--- src/rtl/sdb_pkg.sv ---
// Purpose: Shared constants, types and helpers for the burst access core.
// Assumes: Byte-wide part; clk_sys samples every pin, including the link clock.
// Notes:   The storage array is a small window onto the real address space.
package sdb_pkg;

  // Geometry.
  localparam int DQ_W        = 8;
  localparam int BANKS       = 8;
  localparam int BA_W        = 3;
  localparam int ROW_W       = 15;
  localparam int ADDR_W      = 15;
  localparam int BEATS       = 8;
  localparam int WORD_W      = DQ_W * BEATS;
  localparam int COL_W       = 3;
  localparam int MEM_AW      = 6;
  localparam int MEM_DEPTH   = 64;

  // Address fields.
  localparam int AP_BIT      = 10;
  localparam int BC_BIT      = 12;
  localparam int COL_HI      = 4;
  localparam int COL_LO      = 3;

  // Latencies in link clock cycles, command edge to first data edge.
  localparam int READ_LAT_CK  = 5;
  localparam int WRITE_LAT_CK = 5;

  localparam logic [2:0] LAST_BL8 = 3'h7;
  localparam logic [2:0] LAST_BC4 = 3'h3;

  // Burst length selection, as a static configuration input.
  localparam logic [1:0] BL_FIX8 = 2'h0;
  localparam logic [1:0] BL_OTF  = 2'h1;
  localparam logic [1:0] BL_FIX4 = 2'h2;

  typedef enum logic [2:0] {
    CMD_MRS = 3'h0,
    CMD_REF = 3'h1,
    CMD_PRE = 3'h2,
    CMD_ACT = 3'h3,
    CMD_WR  = 3'h4,
    CMD_RD  = 3'h5,
    CMD_ZQ  = 3'h6,
    CMD_NOP = 3'h7
  } sdb_cmd_t;

  typedef enum logic [2:0] {X_IDLE, X_RLAT, X_RPRE, X_RDATA, X_RPOST, X_WLAT, X_WDATA} sdb_xfer_t;
  typedef enum logic [1:0] {P_ACTIVE, P_PDOWN, P_SREF} sdb_pwr_t;

  typedef struct packed {
    logic              ck_t;
    logic              ck_c;
    logic              cke;
    logic              cs_n;
    logic              ras_n;
    logic              cas_n;
    logic              we_n;
    logic [BA_W-1:0]   ba;
    logic [ADDR_W-1:0] addr;
    logic [DQ_W-1:0]   dq;
    logic              dqs_t;
    logic              dqs_c;
    logic [1:0]        bl_mode;
    logic              interleave;
  } sdb_pins_t;

  typedef struct packed {
    logic                        ck_t;
    logic                        ck_c;
    logic                        dqs_t;
    logic                        cke;
    sdb_pwr_t                    pwr;
    logic [BANKS-1:0]            bank_open;
    logic [BANKS-1:0][ROW_W-1:0] row;
    sdb_xfer_t                   xfer;
    logic [3:0]                  lat;
    logic [2:0]                  beat;
    logic                        chop;
    logic                        ap;
    logic [BA_W-1:0]             bank;
    logic [COL_W-1:0]            start;
    logic                        il;
    logic [MEM_AW-1:0]           idx;
    logic [WORD_W-1:0]           word;
    logic [DQ_W-1:0]             dq_out;
    logic                        dqs_out;
    logic                        dq_oe;
    logic                        dqs_oe;
    logic                        mem_we;
  } sdb_state_t;

  // Column of beat i for a burst that starts at column start.
  function automatic logic [COL_W-1:0] sdb_beat_col(input logic [COL_W-1:0] start,
                                                     input logic [2:0]       i,
                                                     input logic             il);
    logic [1:0] low;
    low = 2'(start[1:0] + i[1:0]);
    return il ? (start ^ i) : {start[2] ^ i[2], low};
  endfunction

endpackage

--- src/rtl/sdb_core.sv ---
// Purpose: Command decode, bank state and double-rate burst engine of the memory.
// Assumes: clk_sys is several times faster than the link clock; all pins are asynchronous.
// Notes:   Burst timing follows detected link clock and strobe edges, not clk_sys.
// Behaviour
// - Each access moves one eight-byte word as eight byte-wide half-cycle beats, or half of it as four beats when chopped.
// - Data pins carry two beats per link clock cycle, both directions.
// - On reads the memory drives data and strobe, data edge-aligned to strobe.
// - Command and address are sampled on true clock rising, complement falling.
// - First write beat is taken on first strobe rise after the preamble.
// - First read beat goes out on first strobe rise after the preamble.
// - Activate uses its own bank and address to open bank and row.
// - Read or write uses its bank and address for bank and start column.
// - Burst starts at the chosen column and follows the programmed order.
// - Eight-beat bursts and four-beat chopped bursts are both supported.
// - With auto precharge the row closes by itself when the burst ends.
// - Eight independent banks; bank commands proceed while another bank bursts.
// - Reads and writes come as mode length, forced chop four, forced eight.
// - Row address spans bits 14 to 0 on the byte-wide part.
// - Self refresh and a separate power-down mode are provided.
// - Precharge with address bit 10 low closes one bank, high closes all.
// - With on-the-fly chop, address bit 12 high gives eight beats, low four.
`timescale 1ns/1ns
`default_nettype none
module sdb_core (
  // Clock and reset
  input  wire logic                       clk_sys,
  input  wire logic                       resetn,
  // Link clock
  input  wire logic                       ck_t,
  input  wire logic                       ck_c,
  input  wire logic                       cke,
  // Command and address
  input  wire logic                       cs_n,
  input  wire logic                       ras_n,
  input  wire logic                       cas_n,
  input  wire logic                       we_n,
  input  wire logic [sdb_pkg::BA_W-1:0]   ba,
  input  wire logic [sdb_pkg::ADDR_W-1:0] addr,
  // Data and strobe
  input  wire logic [sdb_pkg::DQ_W-1:0]   dq_in,
  output logic      [sdb_pkg::DQ_W-1:0]   dq_out,
  output logic                            dq_oe,
  input  wire logic                       dqs_t_in,
  input  wire logic                       dqs_c_in,
  output logic                            dqs_t_out,
  output logic                            dqs_c_out,
  output logic                            dqs_oe,
  // Static configuration
  input  wire logic [1:0]                 bl_mode,
  input  wire logic                       interleave,
  // Status
  output logic      [sdb_pkg::BANKS-1:0]  bank_open,
  output logic                            self_refresh,
  output logic                            power_down
);

  sdb_pkg::sdb_pins_t  raw;
  sdb_pkg::sdb_pins_t  p;
  sdb_pkg::sdb_state_t st;
  sdb_pkg::sdb_state_t next_st;
  sdb_pkg::sdb_cmd_t   cmd;
  logic [sdb_pkg::WORD_W-1:0] mem [sdb_pkg::MEM_DEPTH];
  logic                ck_pos;
  logic                ck_neg;
  logic                ck_edge;
  logic                dqs_rise;
  logic                dqs_edge;
  logic                cmd_ok;
  logic                acc_start;
  logic                chop_sel;
  logic [2:0]          last_beat;
  logic [sdb_pkg::COL_W-1:0] col;

  always_comb begin
    raw.ck_t       = ck_t;
    raw.ck_c       = ck_c;
    raw.cke        = cke;
    raw.cs_n       = cs_n;
    raw.ras_n      = ras_n;
    raw.cas_n      = cas_n;
    raw.we_n       = we_n;
    raw.ba         = ba;
    raw.addr       = addr;
    raw.dq         = dq_in;
    raw.dqs_t      = dqs_t_in;
    raw.dqs_c      = dqs_c_in;
    raw.bl_mode    = bl_mode;
    raw.interleave = interleave;
  end

  // Strobe and data share one synchroniser so they keep their relative timing.
  sdb_sync #(
    .W ($bits(sdb_pkg::sdb_pins_t))
  ) u_sync (
    .clk_sys (clk_sys),
    .resetn  (resetn),
    .d       (raw),
    .q       (p)
  );

  // Positive edge: true clock rises while the complement falls.
  assign ck_pos   = p.ck_t & ~st.ck_t & ~p.ck_c & st.ck_c;
  assign ck_neg   = ~p.ck_t & st.ck_t & p.ck_c & ~st.ck_c;
  assign ck_edge  = ck_pos | ck_neg;
  assign dqs_edge = (p.dqs_t != st.dqs_t) & (p.dqs_c != p.dqs_t);
  assign dqs_rise = dqs_edge & p.dqs_t;
  assign cmd      = p.cs_n ? sdb_pkg::CMD_NOP : sdb_pkg::sdb_cmd_t'({p.ras_n, p.cas_n, p.we_n});
  assign cmd_ok   = ck_pos & p.cke & st.cke & (st.pwr == sdb_pkg::P_ACTIVE);
  // An access to a closed bank is dropped; the controller must open it first.
  assign acc_start = cmd_ok & (st.xfer == sdb_pkg::X_IDLE) & st.bank_open[p.ba] &
                     ((cmd == sdb_pkg::CMD_RD) | (cmd == sdb_pkg::CMD_WR));
  assign chop_sel  = (p.bl_mode == sdb_pkg::BL_FIX4) |
                     ((p.bl_mode == sdb_pkg::BL_OTF) & ~p.addr[sdb_pkg::BC_BIT]);
  assign last_beat = st.chop ? sdb_pkg::LAST_BC4 : sdb_pkg::LAST_BL8;
  assign col       = sdb_pkg::sdb_beat_col(st.start, st.beat, st.il);

  always_comb begin
    logic [sdb_pkg::COL_W-1:0] ncol;
    ncol           = sdb_pkg::sdb_beat_col(st.start, 3'(st.beat + 3'h1), st.il);
    next_st        = st;
    next_st.mem_we = 1'b0;
    next_st.ck_t   = p.ck_t;
    next_st.ck_c   = p.ck_c;
    next_st.dqs_t  = p.dqs_t;
    if (ck_pos) begin
      next_st.cke = p.cke;
      unique case (st.pwr)
        sdb_pkg::P_ACTIVE: if (st.cke && !p.cke) begin
          next_st.pwr = (cmd == sdb_pkg::CMD_REF) ? sdb_pkg::P_SREF : sdb_pkg::P_PDOWN;
        end
        sdb_pkg::P_PDOWN,
        sdb_pkg::P_SREF: if (p.cke) begin
          next_st.pwr = sdb_pkg::P_ACTIVE;
        end
      endcase
    end
    // Bank commands act at once, even while another bank is bursting.
    if (cmd_ok && cmd == sdb_pkg::CMD_PRE) begin
      if (p.addr[sdb_pkg::AP_BIT]) begin
        next_st.bank_open = '0;
      end else begin
        next_st.bank_open[p.ba] = 1'b0;
      end
    end
    if (acc_start) begin
      next_st.bank  = p.ba;
      next_st.start = p.addr[sdb_pkg::COL_W-1:0];
      next_st.idx   = {p.ba, st.row[p.ba][0], p.addr[sdb_pkg::COL_HI:sdb_pkg::COL_LO]};
      next_st.ap    = p.addr[sdb_pkg::AP_BIT];
      next_st.chop  = chop_sel;
      next_st.il    = p.interleave;
      next_st.lat   = '0;
      next_st.beat  = '0;
      // A write starts from the stored word as well, so a chopped write keeps the other half.
      next_st.word  = mem[next_st.idx];
      if (cmd == sdb_pkg::CMD_RD) begin
        next_st.xfer = sdb_pkg::X_RLAT;
      end else begin
        next_st.xfer = sdb_pkg::X_WLAT;
      end
    end
    unique case (st.xfer)
      sdb_pkg::X_IDLE: begin
      end
      sdb_pkg::X_RLAT: if (ck_pos) begin
        if (st.lat == 4'(sdb_pkg::READ_LAT_CK - 2)) begin
          next_st.xfer    = sdb_pkg::X_RPRE;
          next_st.dqs_oe  = 1'b1;
          next_st.dqs_out = 1'b0;
        end else begin
          next_st.lat = 4'(st.lat + 4'h1);
        end
      end
      sdb_pkg::X_RPRE: if (ck_pos) begin
        next_st.xfer    = sdb_pkg::X_RDATA;
        next_st.dqs_out = 1'b1;
        next_st.dq_oe   = 1'b1;
        next_st.dq_out  = st.word[sdb_pkg::DQ_W * col +: sdb_pkg::DQ_W];
      end
      sdb_pkg::X_RDATA: if (ck_edge) begin
        if (st.beat == last_beat) begin
          next_st.xfer    = sdb_pkg::X_RPOST;
          next_st.dqs_out = 1'b0;
          next_st.dq_oe   = 1'b0;
        end else begin
          next_st.beat    = 3'(st.beat + 3'h1);
          next_st.dqs_out = ~st.dqs_out;
          next_st.dq_out  = st.word[sdb_pkg::DQ_W * ncol +: sdb_pkg::DQ_W];
        end
      end
      sdb_pkg::X_RPOST: if (ck_neg) begin
        next_st.xfer   = sdb_pkg::X_IDLE;
        next_st.dqs_oe = 1'b0;
        if (st.ap) begin
          next_st.bank_open[st.bank] = 1'b0;
        end
      end
      sdb_pkg::X_WLAT: if (ck_pos) begin
        if (st.lat == 4'(sdb_pkg::WRITE_LAT_CK - 2)) begin
          next_st.xfer = sdb_pkg::X_WDATA;
        end else begin
          next_st.lat = 4'(st.lat + 4'h1);
        end
      end
      // Strobe edges sit mid-eye, so the data sampled beside them is settled.
      sdb_pkg::X_WDATA: if (dqs_edge && (st.beat != 3'h0 || dqs_rise)) begin
        next_st.word[sdb_pkg::DQ_W * col +: sdb_pkg::DQ_W] = p.dq;
        if (st.beat == last_beat) begin
          next_st.xfer   = sdb_pkg::X_IDLE;
          next_st.mem_we = 1'b1;
          if (st.ap) begin
            next_st.bank_open[st.bank] = 1'b0;
          end
        end else begin
          next_st.beat = 3'(st.beat + 3'h1);
        end
      end
    endcase
    // Placed last so that an activate wins over an auto precharge of the same bank.
    if (cmd_ok && cmd == sdb_pkg::CMD_ACT) begin
      next_st.bank_open[p.ba] = 1'b1;
      next_st.row[p.ba]       = p.addr;
    end
  end

  always_ff @(posedge clk_sys or negedge resetn) begin
    if (!resetn) begin
      st <= '0;
    end else begin
      st <= next_st;
    end
  end

  // A chopped write keeps the untouched half of the stored word.
  always_ff @(posedge clk_sys) begin
    if (st.mem_we) begin
      mem[st.idx] <= st.word;
    end
  end

  assign dq_out       = st.dq_out;
  assign dq_oe        = st.dq_oe;
  assign dqs_t_out    = st.dqs_out;
  assign dqs_c_out    = ~st.dqs_out;
  assign dqs_oe       = st.dqs_oe;
  assign bank_open    = st.bank_open;
  assign self_refresh = (st.pwr == sdb_pkg::P_SREF);
  assign power_down   = (st.pwr == sdb_pkg::P_PDOWN);
endmodule
`default_nettype wire

--- src/rtl/sdb_sync.sv ---
// Purpose: Two-stage synchroniser for a bundle of pin levels.
// Assumes: Each bit is an independent level; no bus coherence is promised.
// Notes:   Only the second stage may be read by other logic.
`timescale 1ns/1ns
`default_nettype none
module sdb_sync #(
  parameter int W = 1
) (
  // Clock and reset
  input  wire logic         clk_sys,
  input  wire logic         resetn,
  // Levels
  input  wire logic [W-1:0] d,
  output logic      [W-1:0] q
);

  logic [W-1:0] meta;

  always_ff @(posedge clk_sys or negedge resetn) begin
    if (!resetn) begin
      meta <= '0;
      q    <= '0;
    end else begin
      meta <= d;
      q    <= meta;
    end
  end

endmodule
`default_nettype wire

--- config.mk ---
export PLATFORM = sky130hd
export DESIGN_NAME = sdb_core
export DESIGN_NICKNAME = d
export VERILOG_FILES = /design/src/rtl/sdb_pkg.sv /design/src/rtl/sdb_core.sv /design/src/rtl/sdb_sync.sv
export SDC_FILE = /design/constraint.sdc
export NUM_CORES = 2
export LEC_CHECK = 0
export BUFFER_PORTS_ARGS = -buffer_cell sky130_fd_sc_hd__clkbuf_2
export CORE_UTILIZATION = 37
export DETAILED_ROUTE_END_ITERATION = 12
export GPL_ROUTABILITY_DRIVEN = 0
export PLACE_DENSITY = 0.62
export SLEW_MARGIN = 20
export SYNTH_ARGS = -nofsm -noshare
export SYNTH_HDL_FRONTEND = slang
export SYNTH_SLANG_ARGS = --single-unit
--- constraint.sdc ---
create_clock -name clk_sys -period 9.2 [get_ports clk_sys]
set_clock_uncertainty 0.15 [all_clocks]
set_input_delay 1.38 -clock clk_sys [delete_from_list [all_inputs] [get_ports clk_sys]]
set_output_delay 1.38 -clock clk_sys [all_outputs]
set_load 0.05 [all_outputs]
# == After elaboration in Yosys (flattened, before gate mapping) ==
# Memories as Yosys holds them, arrays and structs flattened.
# Index checks and enable logic that the tools add are counted.
# W data, S select, Z words.
# word_totals
ff_bits,311
mem_bits_rw,4096
out_inout_bits,22
elab_cells,194
n_memories,1
# mem_list
memory,depth,word_bits,read_ports,rd_ports_with_merged_regs,wr,line_no,text
mem,64,64,1,0,1,sdb_core.sv:62,logic [sdb_pkg::WORD_W-1:0] mem [sdb_pkg::MEM_DEPTH];
# classes
addsub,5
magnitude_cmp,4
n_eq_ne,28
shifts,4
n_mux,68
n_bitwise,33
reduce_logical,20
# op_table
cell,n
$mux W128,1
$mux W64,2
$shiftx A64 B7 Y8,2
$bwmux W120,1
$mux W89,1
$bwmux W64,1
$shift A8 B34 Y64 const A,1
$shiftx A8 B34 Y64,1
$mux W8,7
$mux W3,16
$bmux W15 S3,1
$demux W15 S3,1
$neg A6 Y34,1
$pmux W8 S2,2
$mux W10,2
$pmux W3 S6,1
$and A8 B8 Y8,2
$mux W1,16
$not A8 Y8,2
$and A1 B1 Y1,15
$eq A3 B3 Y1 const B,5
$mux W15,1
$mux W7,2
$ne A2 B2 Y1 const B,7
other kinds (38),71

# == Longest topological paths before layout ==
# logic_depth
depth_word,16
depth_mapped,15
ltp_nobuf,12

# == Cells and area by module ==
# From an unflattened synthesis, not the netlist that was laid out.
# hier_totals
cells_unflattened,7177
area_unflattened_um2,164116.2
# modules_own_cells
module,n_inst,cells_per_inst,area_per_inst_um2,seq_area_each_um2
sdb_core,1,7101,162214.3,126000.8
sdb_sync,1,76,1901.8,1901.8

# == Least setup slack after synthesis ==
# No wires, ideal clock.
# synth_path
kind,register to register
start,register st[87] (netlist name)
end,memory mem[23][0] in the netlist's numbering (enable)
setup_time_ns,0.487
arrival_ns,3.826
required_time_ns,8.563
setup_slack_ns,4.738
path_stages_with_launch,6
n_path_buf,2
period_less_slack_ns,4.462
cell_sequence,dfrtp_1 clkbuf_1 inv_1 or3_1 clkbuf_1 nor2_1
# synth_rtl
item,line_no
"end, declared",sdb_core.sv:62

==> reports/results.txt <==
status -> finished, final reports clean
Final Total Pwr -> 39240 µW
starting density of the core -> 37.16%
count leader, synth -> edfxtp_1
largest cells by area after synthesis -> edfxtp_1 75%, mux4_2 16%, dfrtp_1 2.7%
number of CTS-inserted buffers -> 413
fin cells -> 13821
hold_sp -> u_sync.meta[6]$_DFF_PN0_
root buf cell -> clkbuf_16
CTS tree -> built
fmax -> 178.1 MHz
worst slew pin tran -> 1.236 ns
CTS resizes -> 0
Final Hold Fails -> 0
Worst Setup End Kind -> flip-flop
Avg WL per Cell -> 35.58 µm
slew margin rel. -> 17.58%
Worst Path Max Fanout -> 42
r2r startpoint -> u_sync.q[30]$_DFF_PN0_
critical path buffer and inverter count -> 2
Final Util -> 42.27%
Levels on crit path -> 9
Routed WL -> 491700 µm
Worst EP required -> 9.81 ns
grt ovf -> 0
setup TNS -> 0 ns
vias per cell -> 5.982
post-synth top area cell -> edfxtp_1
reg2reg end -> st[53]$_DFF_PN0_
R2R cell count -> 9
num ports -> 62
MaxCap Viol Count -> 0
DR pass1 iterations -> 9
final period utilization -> 61.03%
Syn Nets -> 7210
# Post-CTS Setup Buffers -> 0
Setup-failing EPs final -> 0
via count -> 82677
VDD IR-drop max -> 0.0001599 V
R2R Setup Slk -> 3.59 ns
IO Port Bufs -> 53
sequential fraction of the synthesis area -> 77.72%
Die W -> 667.9 µm
main flop type after synthesis -> edfxtp_1
num rows -> 244
Skew-Pair Late Insertion Delay -> 1.04 ns
Nets -> 7609
crit-path most repeated cell -> buf_4
# placed instances -> 13043
Synth async-reset ratio -> 4.210%
Synth Warn # -> 0
top cells by count, synth -> 4096 x edfxtp_1, 1158 x mux4_2, 237 x nand2_1, 180 x dfrtp_1, 178 x clkbuf_1
full die area -> 446100 µm²
CP max stage cell -> nor2b_4
unrepaired setup endpoints after global routing -> no
critical path launch point type -> flip-flop
CP max stage delay -> 0.96 ns
Final min period -> 5.615 ns
Worst setup endpoint -> st[53]$_DFF_PN0_
Synth Instances -> 7157
vias in the first global route -> 81576
HPWL after DPL -> 263800 µm
initial drt markers -> 14084
drt drc -> 0
first-pass GRT wire length -> 670600 µm
CORE AREA -> 441500 µm²
Seq cells post-synth -> 4276
initial antenna violation count -> 29
layout cells sized above 1 -> 29.05%
Pwr Density -> 210.3 nW/µm²
worst hold path class -> flip-flop to flip-flop
H-tree lvl count -> 5
Arr. time, crit path -> 6.22 ns
area grow syn2layout -> 13.74%
pins over their slew limit -> 0
Post-synth EDFFs -> 4096
Clock Sinks -> 4276
clk slew on worst S/H paths -> 0.06 ns
DIE HEIGHT -> 667.9 µm
Post-DRT Antenna Nets -> 0
mean post-synth cell area -> 22.92 µm²
leak pwr -> 0.06718 µW
Unique masters post-synth -> 73
CP top delay family -> simple AND/OR/NAND/NOR gates
hold_buf cts -> 0
worst path cell trace -> nor2b_4 -> a22oi_4 -> buf_4 -> nand2_8 -> buf_4 -> mux4_2 -> a22o_1 -> nor4_1 -> nor3_1
Worst Setup SP -> u_sync.q[30]$_DFF_PN0_
Synth top area share -> 74.97%
Post-Syn Area -> 164100 µm²
Total Routing Usage GR -> 21.70%
class of the most critical setup path -> flip-flop to flip-flop
clock buffer depth -> 4
pin count of the biggest net entering global routing -> 125
==> final cells by class <==
cell class                      instances  area, µm²
Antenna cell                           14      35.03
Clock buffer                          537      11100
Clock inverter                        225       2349
Fill cell                           37572     254800
Inverter                               20      75.07
Multi-Input combinational cell       2454      34780
Sequential cell                      4276     127600
Tap cell                             5904       7387
Timing Repair Buffer                  391       3316
==> layer usage <==
layer | GRT usage [%] | part of all wire (%) | vias up
met1 | 29.39 | 37 | 44726
met5 | 0 | 0.014 | -
met4 | 9.317 | 5.0 | 10
li1 | - | - | 31266
met3 | 4.595 | 11 | 1093
met2 | 34.05 | 46 | 5582
==> kinds of logic (layout without fill, tap and decap cells) <==
group           after synthesis  in the layout  synth area share [%]
flops                      4276           4276                 77.72
mux                        1343           1343                 17.04
simple gates                666            666                 1.904
buf+inv                     427           1173                 1.472
compound gates              424            424                 1.718
fa+ha+maj                    13             13               0.09915
xor+xnor                      8              8               0.04271
other cells                   0             14                     0
==> layout by cell type, fill, tap and decap left out, types with 16 or more instances in the layout <==
cell type  synthesis  layout
clkbuf_1         178      94
and3_1            43      42
a211oi_1          44      43
nor3_1            27      26
a32oi_1           20      20
bufinv_16          0      34
o21ai_0           83      83
mux4_2          1158    1158
nand4_1           16      16
clkbuf_16          0     414
a21oi_1           69      69
mux2i_1          173     173
nand3_1           91      86
clkinv_2           0      88
nor2_1           150      78
clkinv_1           0      68
clkbuf_8           0      27
inv_1             19      18
edfxtp_1        4096    4096
a31oi_1           30      30
clkbuf_2           0      52
o22ai_1           69      69
nor2_4             0      67
dfrtp_1          180     154
a22o_1            19      19
o31ai_1           21      21
nor4_1            32      31
buf_12            10      21
nand2_1          237     236
buf_4             79     305
==> report_power, final <==
group          total (µW)  internal [µW]  switching, µW  leakage (µW)
clock network       16900           9500           7430       0.00659
logic                1150            432            718        0.0129
registers           21200          21100           55.3        0.0477
==> registers in the layout, indices dropped and copies added (netlist names), named ones only <==
signal	count
u_sync.meta	30
dq_out	8
dq_oe	1
dqs_t_out	1
st	93
dqs_oe	1
mem	4096
bank_open	8
u_sync.q	30
==> stage by stage <==
| step | hold WS [ns] | worst slack, ns | area, µm² |
|---|---|---|---|
| 2_1_floorplan | 0.1812 | 4.738 | 164100 |
| 3_3_place_gp | 0.1850 | 3.905 | 172700 |
| 3_5_place_dp | 0.1847 | 3.830 | 173000 |
| 4_1_cts | 0.1977 | 3.720 | 186500 |
| 5_1_grt | 0.1985 | 3.617 | 186600 |
| 6_report | 0.1940 | 3.585 | 186600 |
==> worst min-delay path by stage <==
stage / to / slack, ns / depth (start not counted)
after global placement: u_sync.q[35]$_DFF_PN0_ / 0.19 / 0
final: u_sync.q[6]$_DFF_PN0_ / 0.19 / 0
after CTS: u_sync.meta[4]$_DFF_PN0_ / 0.20 / 1
after detailed placement: u_sync.q[32]$_DFF_PN0_ / 0.18 / 0
after global routing: u_sync.q[33]$_DFF_PN0_ / 0.20 / 0
after floorplan: u_sync.q[0]$_DFF_PN0_ / 0.18 / 0
Note: power is estimated with default switching activity, not from simulation.
